`config.mk`:
```
export PLATFORM = sky130hd
export DESIGN_NAME = fnvp_top
export DESIGN_NICKNAME = d
export VERILOG_FILES = /design/src/rtl/fnvp_pkg.sv /design/src/rtl/fnvp_top.sv
export VERILOG_INCLUDE_DIRS = /design/src /design/src/rtl
export SDC_FILE = /design/constraint.sdc
export NUM_CORES = 1
export LEC_CHECK = 0
export BUFFER_PORTS_ARGS = -buffer_cell sky130_fd_sc_hd__buf_2
export CAP_MARGIN = 15
export CORE_UTILIZATION = 35
export DETAILED_ROUTE_END_ITERATION = 7
export SYNTH_ARGS = -nofsm -noshare
export SYNTH_HDL_FRONTEND = slang
export SYNTH_SLANG_ARGS = --single-unit
```
`constraint.sdc`:
```
create_clock -name i_clk -period 4.6 [get_ports i_clk]
set_input_delay 0.46 -clock i_clk [delete_from_list [all_inputs] [get_ports i_clk]]
set_output_delay 0.46 -clock i_clk [all_outputs]
set_load 0.02 [all_outputs]
```
`src/rtl/fnvp_map.svh`:
```
// register offsets, field positions, reset values and sizes of the flash protection block
`ifndef FNVP_MAP_SVH
`define FNVP_MAP_SVH
`define FNVP_OFS_CMD 8'h00
`define FNVP_OFS_STAT 8'h04
`define FNVP_OFS_LOCK 8'h08
`define FNVP_OFS_NVBITS 8'h0C
`define FNVP_OFS_IRQ_STAT 8'h10
`define FNVP_OFS_IRQ_MASK 8'h14
`define FNVP_OFS_MODE 8'h18
`define FNVP_CMD_OP_LSB 0
`define FNVP_CMD_OP_MSB 3
`define FNVP_CMD_ARG_LSB 8
`define FNVP_CMD_ARG_MSB 17
`define FNVP_NREGION_MAX 16
`define FNVP_LOCK_W 16
`define FNVP_PAGE_W 10
`define FNVP_PPR_BIG 64
`define FNVP_PPR_SMALL 32
`define FNVP_SHIFT_BIG 6
`define FNVP_SHIFT_SMALL 5
`define FNVP_REGBITS 4
`define FNVP_EV_DONE 0
`define FNVP_EV_LOCKERR 1
`define FNVP_EV_CMDERR 2
`define FNVP_EV_PORTERR 3
`define FNVP_EV_W 4
`define FNVP_GP_BROWNOUT_EN 0
`define FNVP_GP_BROWNOUT_RST 1
`define FNVP_CAL_W 8
`define FNVP_CAL_DEFAULT 8'h5A
`define FNVP_OP_LATENCY 4'h3
`define FNVP_RESP_OKAY 2'b00
`define FNVP_RESP_SLVERR 2'b10
`endif

```
`src/rtl/fnvp_pkg.sv`:
```
// types of the flash protection block
`default_nettype none
package fnvp_pkg;
  typedef enum logic [3:0] {
    FNVP_OP_NONE = 4'h0,
    FNVP_OP_PROGRAM = 4'h1,
    FNVP_OP_PAGE_ERASE = 4'h2,
    FNVP_OP_FULL_ERASE = 4'h3,
    FNVP_OP_SET_LOCK = 4'h4,
    FNVP_OP_CLR_LOCK = 4'h5,
    FNVP_OP_SET_GP = 4'h6,
    FNVP_OP_CLR_GP = 4'h7,
    FNVP_OP_SET_SEC = 4'h8
  } fnvp_op_t;
  typedef enum logic [2:0] {
    FNVP_IDLE = 3'b001,
    FNVP_BUSY = 3'b010,
    FNVP_DONE = 3'b100
  } fnvp_state_t;
  typedef struct packed {
    fnvp_op_t op;
    logic [9:0] arg;
  } fnvp_cmd_t;
  typedef struct packed {
    logic brownout_enable;
    logic brownout_reset_enable;
    logic [7:0] calibration;
  } fnvp_power_t;
  typedef struct packed {
    logic fast_prog_mode;
    logic boot_recovery;
  } fnvp_strap_t;
endpackage
`default_nettype wire

```
`src/rtl/fnvp_top.sv`:
```
// flash protection and option bit manager with axi4-lite register slave
`timescale 1ns/1ps
`default_nettype none
`include "fnvp_map.svh"
module fnvp_top
  import fnvp_pkg::*;
#(
  parameter bit BIG_PAGES = 1'b1,
  parameter bit SIXTEEN_REGIONS = 1'b1
) (
  // clock and reset
  input wire logic i_clk,
  input wire logic i_rstn,
  // axi4-lite slave
  input wire logic [7:0] i_awaddr,
  input wire logic i_awvalid,
  output logic o_awready,
  input wire logic [31:0] i_wdata,
  input wire logic [3:0] i_wstrb,
  input wire logic i_wvalid,
  output logic o_wready,
  output logic [1:0] o_bresp,
  output logic o_bvalid,
  input wire logic i_bready,
  input wire logic [7:0] i_araddr,
  input wire logic i_arvalid,
  output logic o_arready,
  output logic [31:0] o_rdata,
  output logic [1:0] o_rresp,
  output logic o_rvalid,
  input wire logic i_rready,
  // pins and straps
  input wire logic i_erase_pin,
  input wire logic i_test_strap_pin,
  input wire logic i_port_line_0,
  input wire logic i_port_line_1,
  input wire logic i_port_line_2,
  // external port access requests
  input wire logic i_in_circuit_debug_port_req,
  input wire logic i_fast_programming_port_req,
  output logic o_in_circuit_debug_port_grant,
  output logic o_fast_programming_port_grant,
  // flash array and system outputs
  output logic o_flash_write_en,
  output logic o_flash_full_erase,
  output logic [9:0] o_flash_page,
  output fnvp_power_t o_power,
  output fnvp_strap_t o_strap,
  output logic o_irq
);
  localparam int unsigned SHIFT = BIG_PAGES ? `FNVP_SHIFT_BIG : `FNVP_SHIFT_SMALL;
  localparam logic [`FNVP_LOCK_W-1:0] REGION_MASK = SIXTEEN_REGIONS ? 16'hFFFF : 16'h00FF;

  // nonvolatile state, modelled as flops with a fixed reset image
  // limitation: a reset clears them, where the real bits outlive power loss
  logic [`FNVP_LOCK_W-1:0] lock_bits;
  wire logic [`FNVP_LOCK_W-1:0] next_lock_bits;
  logic security, next_security;
  logic [1:0] general_purpose_nv_bit, next_general_purpose_nv_bit;
  logic erase_seen, next_erase_seen;
  fnvp_state_t state, next_state;
  fnvp_cmd_t cmd, next_cmd;
  logic [3:0] busy_cnt, next_busy_cnt;
  logic [`FNVP_EV_W-1:0] irq_stat, next_irq_stat, irq_mask, next_irq_mask, ev;
  logic [`FNVP_EV_W-1:0] irq_w1c;
  fnvp_strap_t strap, next_strap;

  // bus state
  logic aw_held, next_aw_held, w_held, next_w_held;
  logic [7:0] aw_addr, next_aw_addr;
  logic [31:0] w_data, next_w_data;
  logic [3:0] w_strb, next_w_strb;
  logic bvalid, next_bvalid;
  logic [1:0] bresp, next_bresp;
  logic rvalid, next_rvalid;
  logic [31:0] rdata, next_rdata;
  logic [1:0] rresp, next_rresp;

  logic wr_fire;
  logic [`FNVP_REGBITS-1:0] region;
  logic locked;
  fnvp_op_t wop;
  logic set_lock_now, clr_lock_now;

  // a write needs address and data, held or live, and no answer still pending
  assign o_awready = !aw_held && !bvalid;
  assign o_wready = !w_held && !bvalid;
  assign o_arready = !rvalid;
  assign wr_fire = (aw_held || i_awvalid) && (w_held || i_wvalid) && !bvalid;

  // region selection from page number
  assign region = `FNVP_REGBITS'(cmd.arg >> SHIFT);
  assign locked = lock_bits[region] && REGION_MASK[region];

  // one update slice per lock region; the erase pin outranks a lock command ending in the same cycle
  assign set_lock_now = (state == FNVP_DONE) && (cmd.op == FNVP_OP_SET_LOCK);
  assign clr_lock_now = (state == FNVP_DONE) && (cmd.op == FNVP_OP_CLR_LOCK);
  for (genvar g = 0; g < `FNVP_NREGION_MAX; g++) begin : g_lock
    logic hit;
    assign hit = (region == `FNVP_REGBITS'(g));
    assign next_lock_bits[g] = i_erase_pin ? 1'b0 :
      (set_lock_now && hit) ? REGION_MASK[g] :
      (clr_lock_now && hit) ? 1'b0 : lock_bits[g];
  end

  always_comb begin
    logic [31:0] wd;
    logic [7:0] wa;
    wd = w_held ? w_data : i_wdata;
    wa = aw_held ? aw_addr : i_awaddr;

    next_aw_held = aw_held;
    next_w_held = w_held;
    next_aw_addr = aw_addr;
    next_w_data = w_data;
    next_w_strb = w_strb;
    next_bvalid = bvalid && !i_bready;
    next_bresp = bresp;
    next_rvalid = rvalid && !i_rready;
    next_rdata = rdata;
    next_rresp = rresp;
    next_irq_mask = irq_mask;
    next_cmd = cmd;
    next_state = state;
    next_busy_cnt = busy_cnt;
    next_security = security;
    next_general_purpose_nv_bit = general_purpose_nv_bit;
    next_erase_seen = erase_seen;
    ev = '0;
    wop = fnvp_op_t'(wd[`FNVP_CMD_OP_MSB:`FNVP_CMD_OP_LSB]);
    if (i_awvalid && o_awready) begin
      next_aw_held = 1'b1;
      next_aw_addr = i_awaddr;
    end
    if (i_wvalid && o_wready) begin
      next_w_held = 1'b1;
      next_w_data = i_wdata;
      next_w_strb = i_wstrb;
    end
    if (wr_fire) begin
      next_aw_held = 1'b0;
      next_w_held = 1'b0;
      next_bvalid = 1'b1;
      next_bresp = `FNVP_RESP_OKAY;
      unique case (wa)
        `FNVP_OFS_CMD: begin
          // a command while one runs is refused and flagged
          if (state != FNVP_IDLE) begin
            ev[`FNVP_EV_CMDERR] = 1'b1;
          end else begin
            next_cmd.op = wop;
            next_cmd.arg = wd[`FNVP_CMD_ARG_MSB:`FNVP_CMD_ARG_LSB];
            // fixed latency stands in for the array's program and erase time
            next_busy_cnt = `FNVP_OP_LATENCY;
            next_state = FNVP_BUSY;
          end
        end
        `FNVP_OFS_IRQ_MASK: next_irq_mask = wd[`FNVP_EV_W-1:0];
        `FNVP_OFS_IRQ_STAT, `FNVP_OFS_STAT, `FNVP_OFS_LOCK, `FNVP_OFS_NVBITS, `FNVP_OFS_MODE: ;
        // an unmapped write is answered with an error and changes nothing
        default: next_bresp = `FNVP_RESP_SLVERR;
      endcase
    end

    if (i_arvalid && o_arready) begin
      next_rvalid = 1'b1;
      next_rresp = `FNVP_RESP_OKAY;
      unique case (i_araddr)
        `FNVP_OFS_CMD: next_rdata = {14'h0000, cmd.arg, 4'h0, cmd.op};
        `FNVP_OFS_STAT: next_rdata = {29'h0000_0000, security, state == FNVP_BUSY, state == FNVP_IDLE};
        `FNVP_OFS_LOCK: next_rdata = {16'h0000, lock_bits & REGION_MASK};
        `FNVP_OFS_NVBITS: next_rdata = {22'h00_0000, `FNVP_CAL_DEFAULT, general_purpose_nv_bit};
        `FNVP_OFS_IRQ_STAT: next_rdata = {28'h000_0000, irq_stat};
        `FNVP_OFS_IRQ_MASK: next_rdata = {28'h000_0000, irq_mask};
        `FNVP_OFS_MODE: next_rdata = {30'h0000_0000, strap};
        default: begin
          next_rdata = 32'h0000_0000;
          next_rresp = `FNVP_RESP_SLVERR;
        end
      endcase
    end

    // command sequencer
    unique case (state)
      FNVP_IDLE: ;
      FNVP_BUSY: begin
        next_busy_cnt = busy_cnt - 4'h1;
        if (busy_cnt == 4'h1) begin
          next_state = FNVP_DONE;
        end
      end
      FNVP_DONE: begin
        next_state = FNVP_IDLE;
        ev[`FNVP_EV_DONE] = 1'b1;
        unique case (cmd.op)
          FNVP_OP_PROGRAM, FNVP_OP_PAGE_ERASE: begin
            if (locked) begin
              ev[`FNVP_EV_LOCKERR] = 1'b1;
            end
          end
          FNVP_OP_FULL_ERASE: begin
            if (|(lock_bits & REGION_MASK)) begin
              ev[`FNVP_EV_LOCKERR] = 1'b1;
            end else if (erase_seen) begin
              next_security = 1'b0;
              next_erase_seen = 1'b0;
            end
          end
          FNVP_OP_SET_LOCK, FNVP_OP_CLR_LOCK: ; // applied per region in g_lock
          FNVP_OP_SET_GP: next_general_purpose_nv_bit[cmd.arg[0]] = 1'b1;
          FNVP_OP_CLR_GP: next_general_purpose_nv_bit[cmd.arg[0]] = 1'b0;
          FNVP_OP_SET_SEC: begin
            // a wipe must come after the new protection before an erase can lift it
            next_security = 1'b1;
            next_erase_seen = 1'b0;
          end
          default: ev[`FNVP_EV_CMDERR] = 1'b1;
        endcase
      end
    endcase

    // erase pin wipes locks and general bits, never calibration; its length is the programmer's duty
    if (i_erase_pin) begin
      next_general_purpose_nv_bit = 2'b00;
      next_erase_seen = 1'b1;
    end

    // a refused port attempt while secured is logged as an event
    if (security && (i_in_circuit_debug_port_req || i_fast_programming_port_req)) begin
      ev[`FNVP_EV_PORTERR] = 1'b1;
    end
    irq_w1c = '0;
    if (wr_fire && wa == `FNVP_OFS_IRQ_STAT && w_strb_or(w_held, w_strb, i_wstrb)) begin
      irq_w1c = wd[`FNVP_EV_W-1:0];
    end
  end

  // set wins over a write-one clear in the same cycle
  always_comb begin
    next_irq_stat = (irq_stat & ~irq_w1c) | ev;
  end

  function automatic logic w_strb_or(input logic held, input logic [3:0] hs, input logic [3:0] is);
    w_strb_or = held ? hs[0] : is[0];
  endfunction

  // straps are caught every cycle after reset, since they are levels the programmer holds
  always_comb begin
    next_strap.fast_prog_mode = i_test_strap_pin && i_port_line_0 && i_port_line_1 && !i_port_line_2;
    next_strap.boot_recovery = i_test_strap_pin && i_port_line_0 && i_port_line_1 && i_port_line_2;
  end

  // bus channel registers
  always_ff @(posedge i_clk) begin
    if (!i_rstn) begin
      aw_held <= 1'b0;
      w_held <= 1'b0;
      aw_addr <= 8'h00;
      w_data <= 32'h0000_0000;
      w_strb <= 4'h0;
      bvalid <= 1'b0;
      bresp <= `FNVP_RESP_OKAY;
      rvalid <= 1'b0;
      rdata <= 32'h0000_0000;
      rresp <= `FNVP_RESP_OKAY;
    end else begin
      aw_held <= next_aw_held;
      w_held <= next_w_held;
      aw_addr <= next_aw_addr;
      w_data <= next_w_data;
      w_strb <= next_w_strb;
      bvalid <= next_bvalid;
      bresp <= next_bresp;
      rvalid <= next_rvalid;
      rdata <= next_rdata;
      rresp <= next_rresp;
    end
  end

  // command sequencer registers
  always_ff @(posedge i_clk) begin
    if (!i_rstn) begin
      cmd <= '0;
      state <= FNVP_IDLE;
      busy_cnt <= 4'h0;
    end else begin
      cmd <= next_cmd;
      state <= next_state;
      busy_cnt <= next_busy_cnt;
    end
  end

  // protection and option bits
  always_ff @(posedge i_clk) begin
    if (!i_rstn) begin
      lock_bits <= '0;
      security <= 1'b0;
      general_purpose_nv_bit <= 2'b00;
      erase_seen <= 1'b0;
    end else begin
      lock_bits <= next_lock_bits;
      security <= next_security;
      general_purpose_nv_bit <= next_general_purpose_nv_bit;
      erase_seen <= next_erase_seen;
    end
  end

  // interrupt status and mask
  always_ff @(posedge i_clk) begin
    if (!i_rstn) begin
      irq_stat <= '0;
      irq_mask <= '0;
    end else begin
      irq_stat <= next_irq_stat;
      irq_mask <= next_irq_mask;
    end
  end

  // strap capture
  always_ff @(posedge i_clk) begin
    if (!i_rstn) begin
      strap <= '0;
    end else begin
      strap <= next_strap;
    end
  end

  // array strobes only for commands that pass the lock check, so a locked page is never touched
  always_comb begin
    o_flash_write_en = (state == FNVP_DONE) && !locked &&
      (cmd.op == FNVP_OP_PROGRAM || cmd.op == FNVP_OP_PAGE_ERASE);
    o_flash_full_erase = (state == FNVP_DONE) && (cmd.op == FNVP_OP_FULL_ERASE) && !(|(lock_bits & REGION_MASK));
  end

  assign o_flash_page = cmd.arg;
  assign o_in_circuit_debug_port_grant = i_in_circuit_debug_port_req && !security;
  assign o_fast_programming_port_grant = i_fast_programming_port_req && !security && strap.fast_prog_mode;

  // option bits and straps toward the system
  assign o_power.brownout_enable = general_purpose_nv_bit[`FNVP_GP_BROWNOUT_EN];
  assign o_power.brownout_reset_enable = general_purpose_nv_bit[`FNVP_GP_BROWNOUT_RST];
  assign o_power.calibration = `FNVP_CAL_DEFAULT;
  assign o_strap = strap;

  // bus answers
  assign o_bvalid = bvalid;
  assign o_bresp = bresp;
  assign o_rvalid = rvalid;
  assign o_rdata = rdata;
  assign o_rresp = rresp;
  assign o_irq = |(irq_stat & irq_mask);
endmodule // fnvp_top
`default_nettype wire

```
==> metrics.md <==
| Metric | Value |
|---|---|
| WP data required | 4.14 ns |
| Fin crit share | 67.43% |
| Hold buffers post-CTS | 0 |
| DRT iter0 DRCs | 323 |
| Setup WS pre-CTS | 1.928 ns |
| Port bufs | 88 |
| Most frequent cells after synthesis | 107 x nand2_1, 98 x dfxtp_1, 63 x a21oi_1 |
| Crit path time final | 3.102 ns |
| Row cnt | 43 |
| Cell internal pwr | 1.473 mW |
| Vias in the first global route | 4212 |
| Final design utilization | 40.73% |
| FFs w/ async S/R, synth | 0% |
| Drt total wl | 12.90 mm |
| I/O pin cnt | 134 |
| Final Cell Area | 5654 um^2 |
| Slew margin rel. | 42.06% |
| 1st-pass router iterations | 5 |
| Nets | 730 |
| Post-synth EDFFs | 0 |
| Final Wtd Congestion | 0.8795 |
| Largest net degree at the start of global routing | 54 |
| Dominant cells by area after synthesis | dfxtp_1 40%, nand2_1 8.1%, a21oi_1 6.4% |
| DP HPWL | 9.419 mm |
| First-pass GRT wire length | 20.88 mm |
| Antenna Cells | 0 |
| Post-Place Cell Area | 5305 um^2 |
| Proportion of synthesized chip area in sequential cells | 39.52% |
| Drt wl/cell | 15.23 um |
| Synthesized flop and latch total | 98 |
| Status | completed |
| PnR Total Power | 1.964 mW |
| Fmax | 322.4 MHz |
| Post-Syn Area | 4965 um^2 |
| H-tree depth | 3 |
| Pwr Density | 347.4 nW/um^2 |
| Hold Vio Cnt, Final | 0 |
| Synth cell types | 57 |
| Switching power | 0.4907 mW |
| Cells after synthesis | 610 |
| Critical path capture point type | output pin |
| Total Routing Usage GR | 18.11% |
| Least-Margin Pin Slew | 0.8691 ns |
| Antenna-violating nets left | 0 |
| Synth top area share | 39.52% |
| Die ar. | 14670 um^2 |
| Area grow syn2layout | 13.89% |
| Starting Density | 35.77% |
| CP Class | register to output pin |
| Die Wd | 121.1 um |
| Final setup viols | 0 |
| Clk sinks | 98 |
| Core area | 13880 um^2 |
| Crit path arrival time | 2.64 ns |
| Syn Area/Cell | 8.139 um^2 |
| Worst vdd ir | 0.0002165 V |
| Clock power frac | 44.8% |
| Layout cell share with drive strength beyond 1 | 20.84% |
| Max-cap viol count | 0 |
| Residual DRC count | 0 |
| Root Driver | clkbuf_16 |
| Sw frac | 24.99% |
| Seq pwr share | 45.5% |
| Static leakage | 2.141 nW |
| CTS tree | done |
| Longest Clk Path Bufs | 2 |
| Initial antenna violation count | 0 |
| Via count | 4430 |
| Hold Crit Class | input port to register |
| Worst-path fanout max | 17 |
| Most common cell in the netlist | nand2_1 |
| Clk_lat worst skew | 0.35 ns |
| Post-CTS setup buffer count | 0 |
| Chip Height | 121.1 um |
| Fill cell count | 1419 |
| Final Skew | 0.009770 ns |
| Post-synth top area cell | dfxtp_1 |
| Post-CTS sizing | 0 |
| Crit path launch type | register |
| Comb power frac | 9.7% |
| Gr ovfl total | 0 |
| CTS Buf Count | 9 |
| RSZ-0062 raised after global routing | false |
| Ys Warns | 0 |
| Final worst slack | 1.498 ns |
| CTS clock-pin slew for the worst setup and hold paths | 0.07 ns |
| Setup TNS | 0 ns |
| Via density per instance | 5.230 |
| Slew Viols, Final | 0 |
| Ys flop type | dfxtp_1 |
## path summary, 6_finish.rpt
path                   startpoint          endpoint  slack [ns]  cells after the start
setup / recovery  o_flash_page[8]  o_flash_write_en        1.50                      6
hold reg to reg        o_rdata[2]        o_rdata[2]        0.45                      2
hold / removal      i_port_line_2        o_strap[1]        0.28                      2
setup reg to reg           w_held   o_flash_page[3]        2.16                      6
## worst max-delay path: stages (launching register included)
cell and delay (ns):
dfxtp_1 0.78, mux2i_1 0.30, a221oi_1 0.13, nor3b_1 0.24, a21oi_1 0.10, nor4b_1 0.47
buf_2 0.26
## metal layers
| layer | vias up | global-route usage, % | share of wire [%] |
|---|---|---|---|
| met5 | - | 0 | 0 |
| met2 | 134 | 30.68 | 49 |
| met1 | 2110 | 22.15 | 44 |
| met4 | 0 | 7.716 | 2.2 |
| met3 | 24 | 3.712 | 5.4 |
| li1 | 2162 | - | - |
## logic make-up after synthesis
| family | count (synthesis) | synth area share [%] |
|---|---|---|
| compound gates | 139 | 16.61 |
| xor+xnor | 3 | 0.5293 |
| fa+ha+maj | 2 | 0.5040 |
| buf+inv | 85 | 9.828 |
| flops | 98 | 39.52 |
| mux | 41 | 9.198 |
| other cells | 2 | 0.1513 |
| simple gates | 240 | 23.66 |
## power groups by stage
stage	clock, mW	combinational [mW]	sequential (mW)
6_report	0.880	0.191	0.893
5_1_grt	0.924	0.213	0.897
4_1_cts	0.892	0.192	0.893
3_5_place_dp	0	0.191	0.913
3_3_place_gp	0	0.187	0.911
2_1_floorplan	0	0.157	0.905
## state kept, by name, summed over array words and instances (netlist names), 2 cells and up, named ones only
register      cells
o_rdata          18
lock_bits        16
w_data           14
o_flash_page     10
aw_addr           8
busy_cnt          4
cmd               4
irq_mask          4
irq_stat          4
state             3
o_strap           2
## final cells by class
class | instances | area, um^2 | share of cell area, %
clock buffer | 9 | 225.2 | 3.983
clock inverter | 7 | 123.9 | 2.191
inverter | 13 | 48.80 | 0.8630
multi-input combinational | 449 | 2606 | 46.09
sequential | 98 | 1962 | 34.70
tap | 180 | 225.2 | 3.983
timing repair buffer | 91 | 462.9 | 8.188
## layout by cell type (no fill, tap or decap), drive strengths merged, types with 2 or more instances in the layout
| cell | Yosys | layout |
|---|---|---|
| bufinv | 0 | 3 |
| o2111ai | 2 | 2 |
| mux4 | 2 | 2 |
| nor2 | 53 | 53 |
| conb | 2 | 24 |
| nand3 | 10 | 10 |
| inv | 12 | 15 |
| dfxtp | 98 | 98 |
| nand4 | 6 | 6 |
| a22oi | 5 | 5 |
| o21ai | 34 | 34 |
| a221oi | 4 | 4 |
| nor3 | 9 | 9 |
| o22ai | 2 | 2 |
| and4b | 2 | 2 |
| o211ai | 3 | 3 |
| a22o | 9 | 9 |
| nor4 | 10 | 10 |
| nor2b | 9 | 9 |
| nor3b | 6 | 6 |
| or3 | 5 | 5 |
| a21oi | 63 | 63 |
| nand3b | 4 | 4 |
| a31oi | 4 | 4 |
| ha | 2 | 2 |
| mux2 | 17 | 17 |
| nor4b | 4 | 4 |
| mux2i | 22 | 22 |
| nand2b | 5 | 5 |
| nand2 | 107 | 107 |
| or2 | 2 | 2 |
| and2 | 5 | 5 |
| xnor2 | 2 | 2 |
| clkbuf | 26 | 9 |
| a211oi | 7 | 7 |
| buf | 46 | 91 |
## stage by stage
stage | hold slack, ns | std cells
final | 0.2814 | 847
after global routing | 0.2873 | 847
after global placement | 0.4391 | 831
after CTS | 0.2768 | 847
after floorplan | 0.4329 | 632
after detailed placement | 0.4439 | 831
No activity file was read; power rests on OpenSTA's default activity.
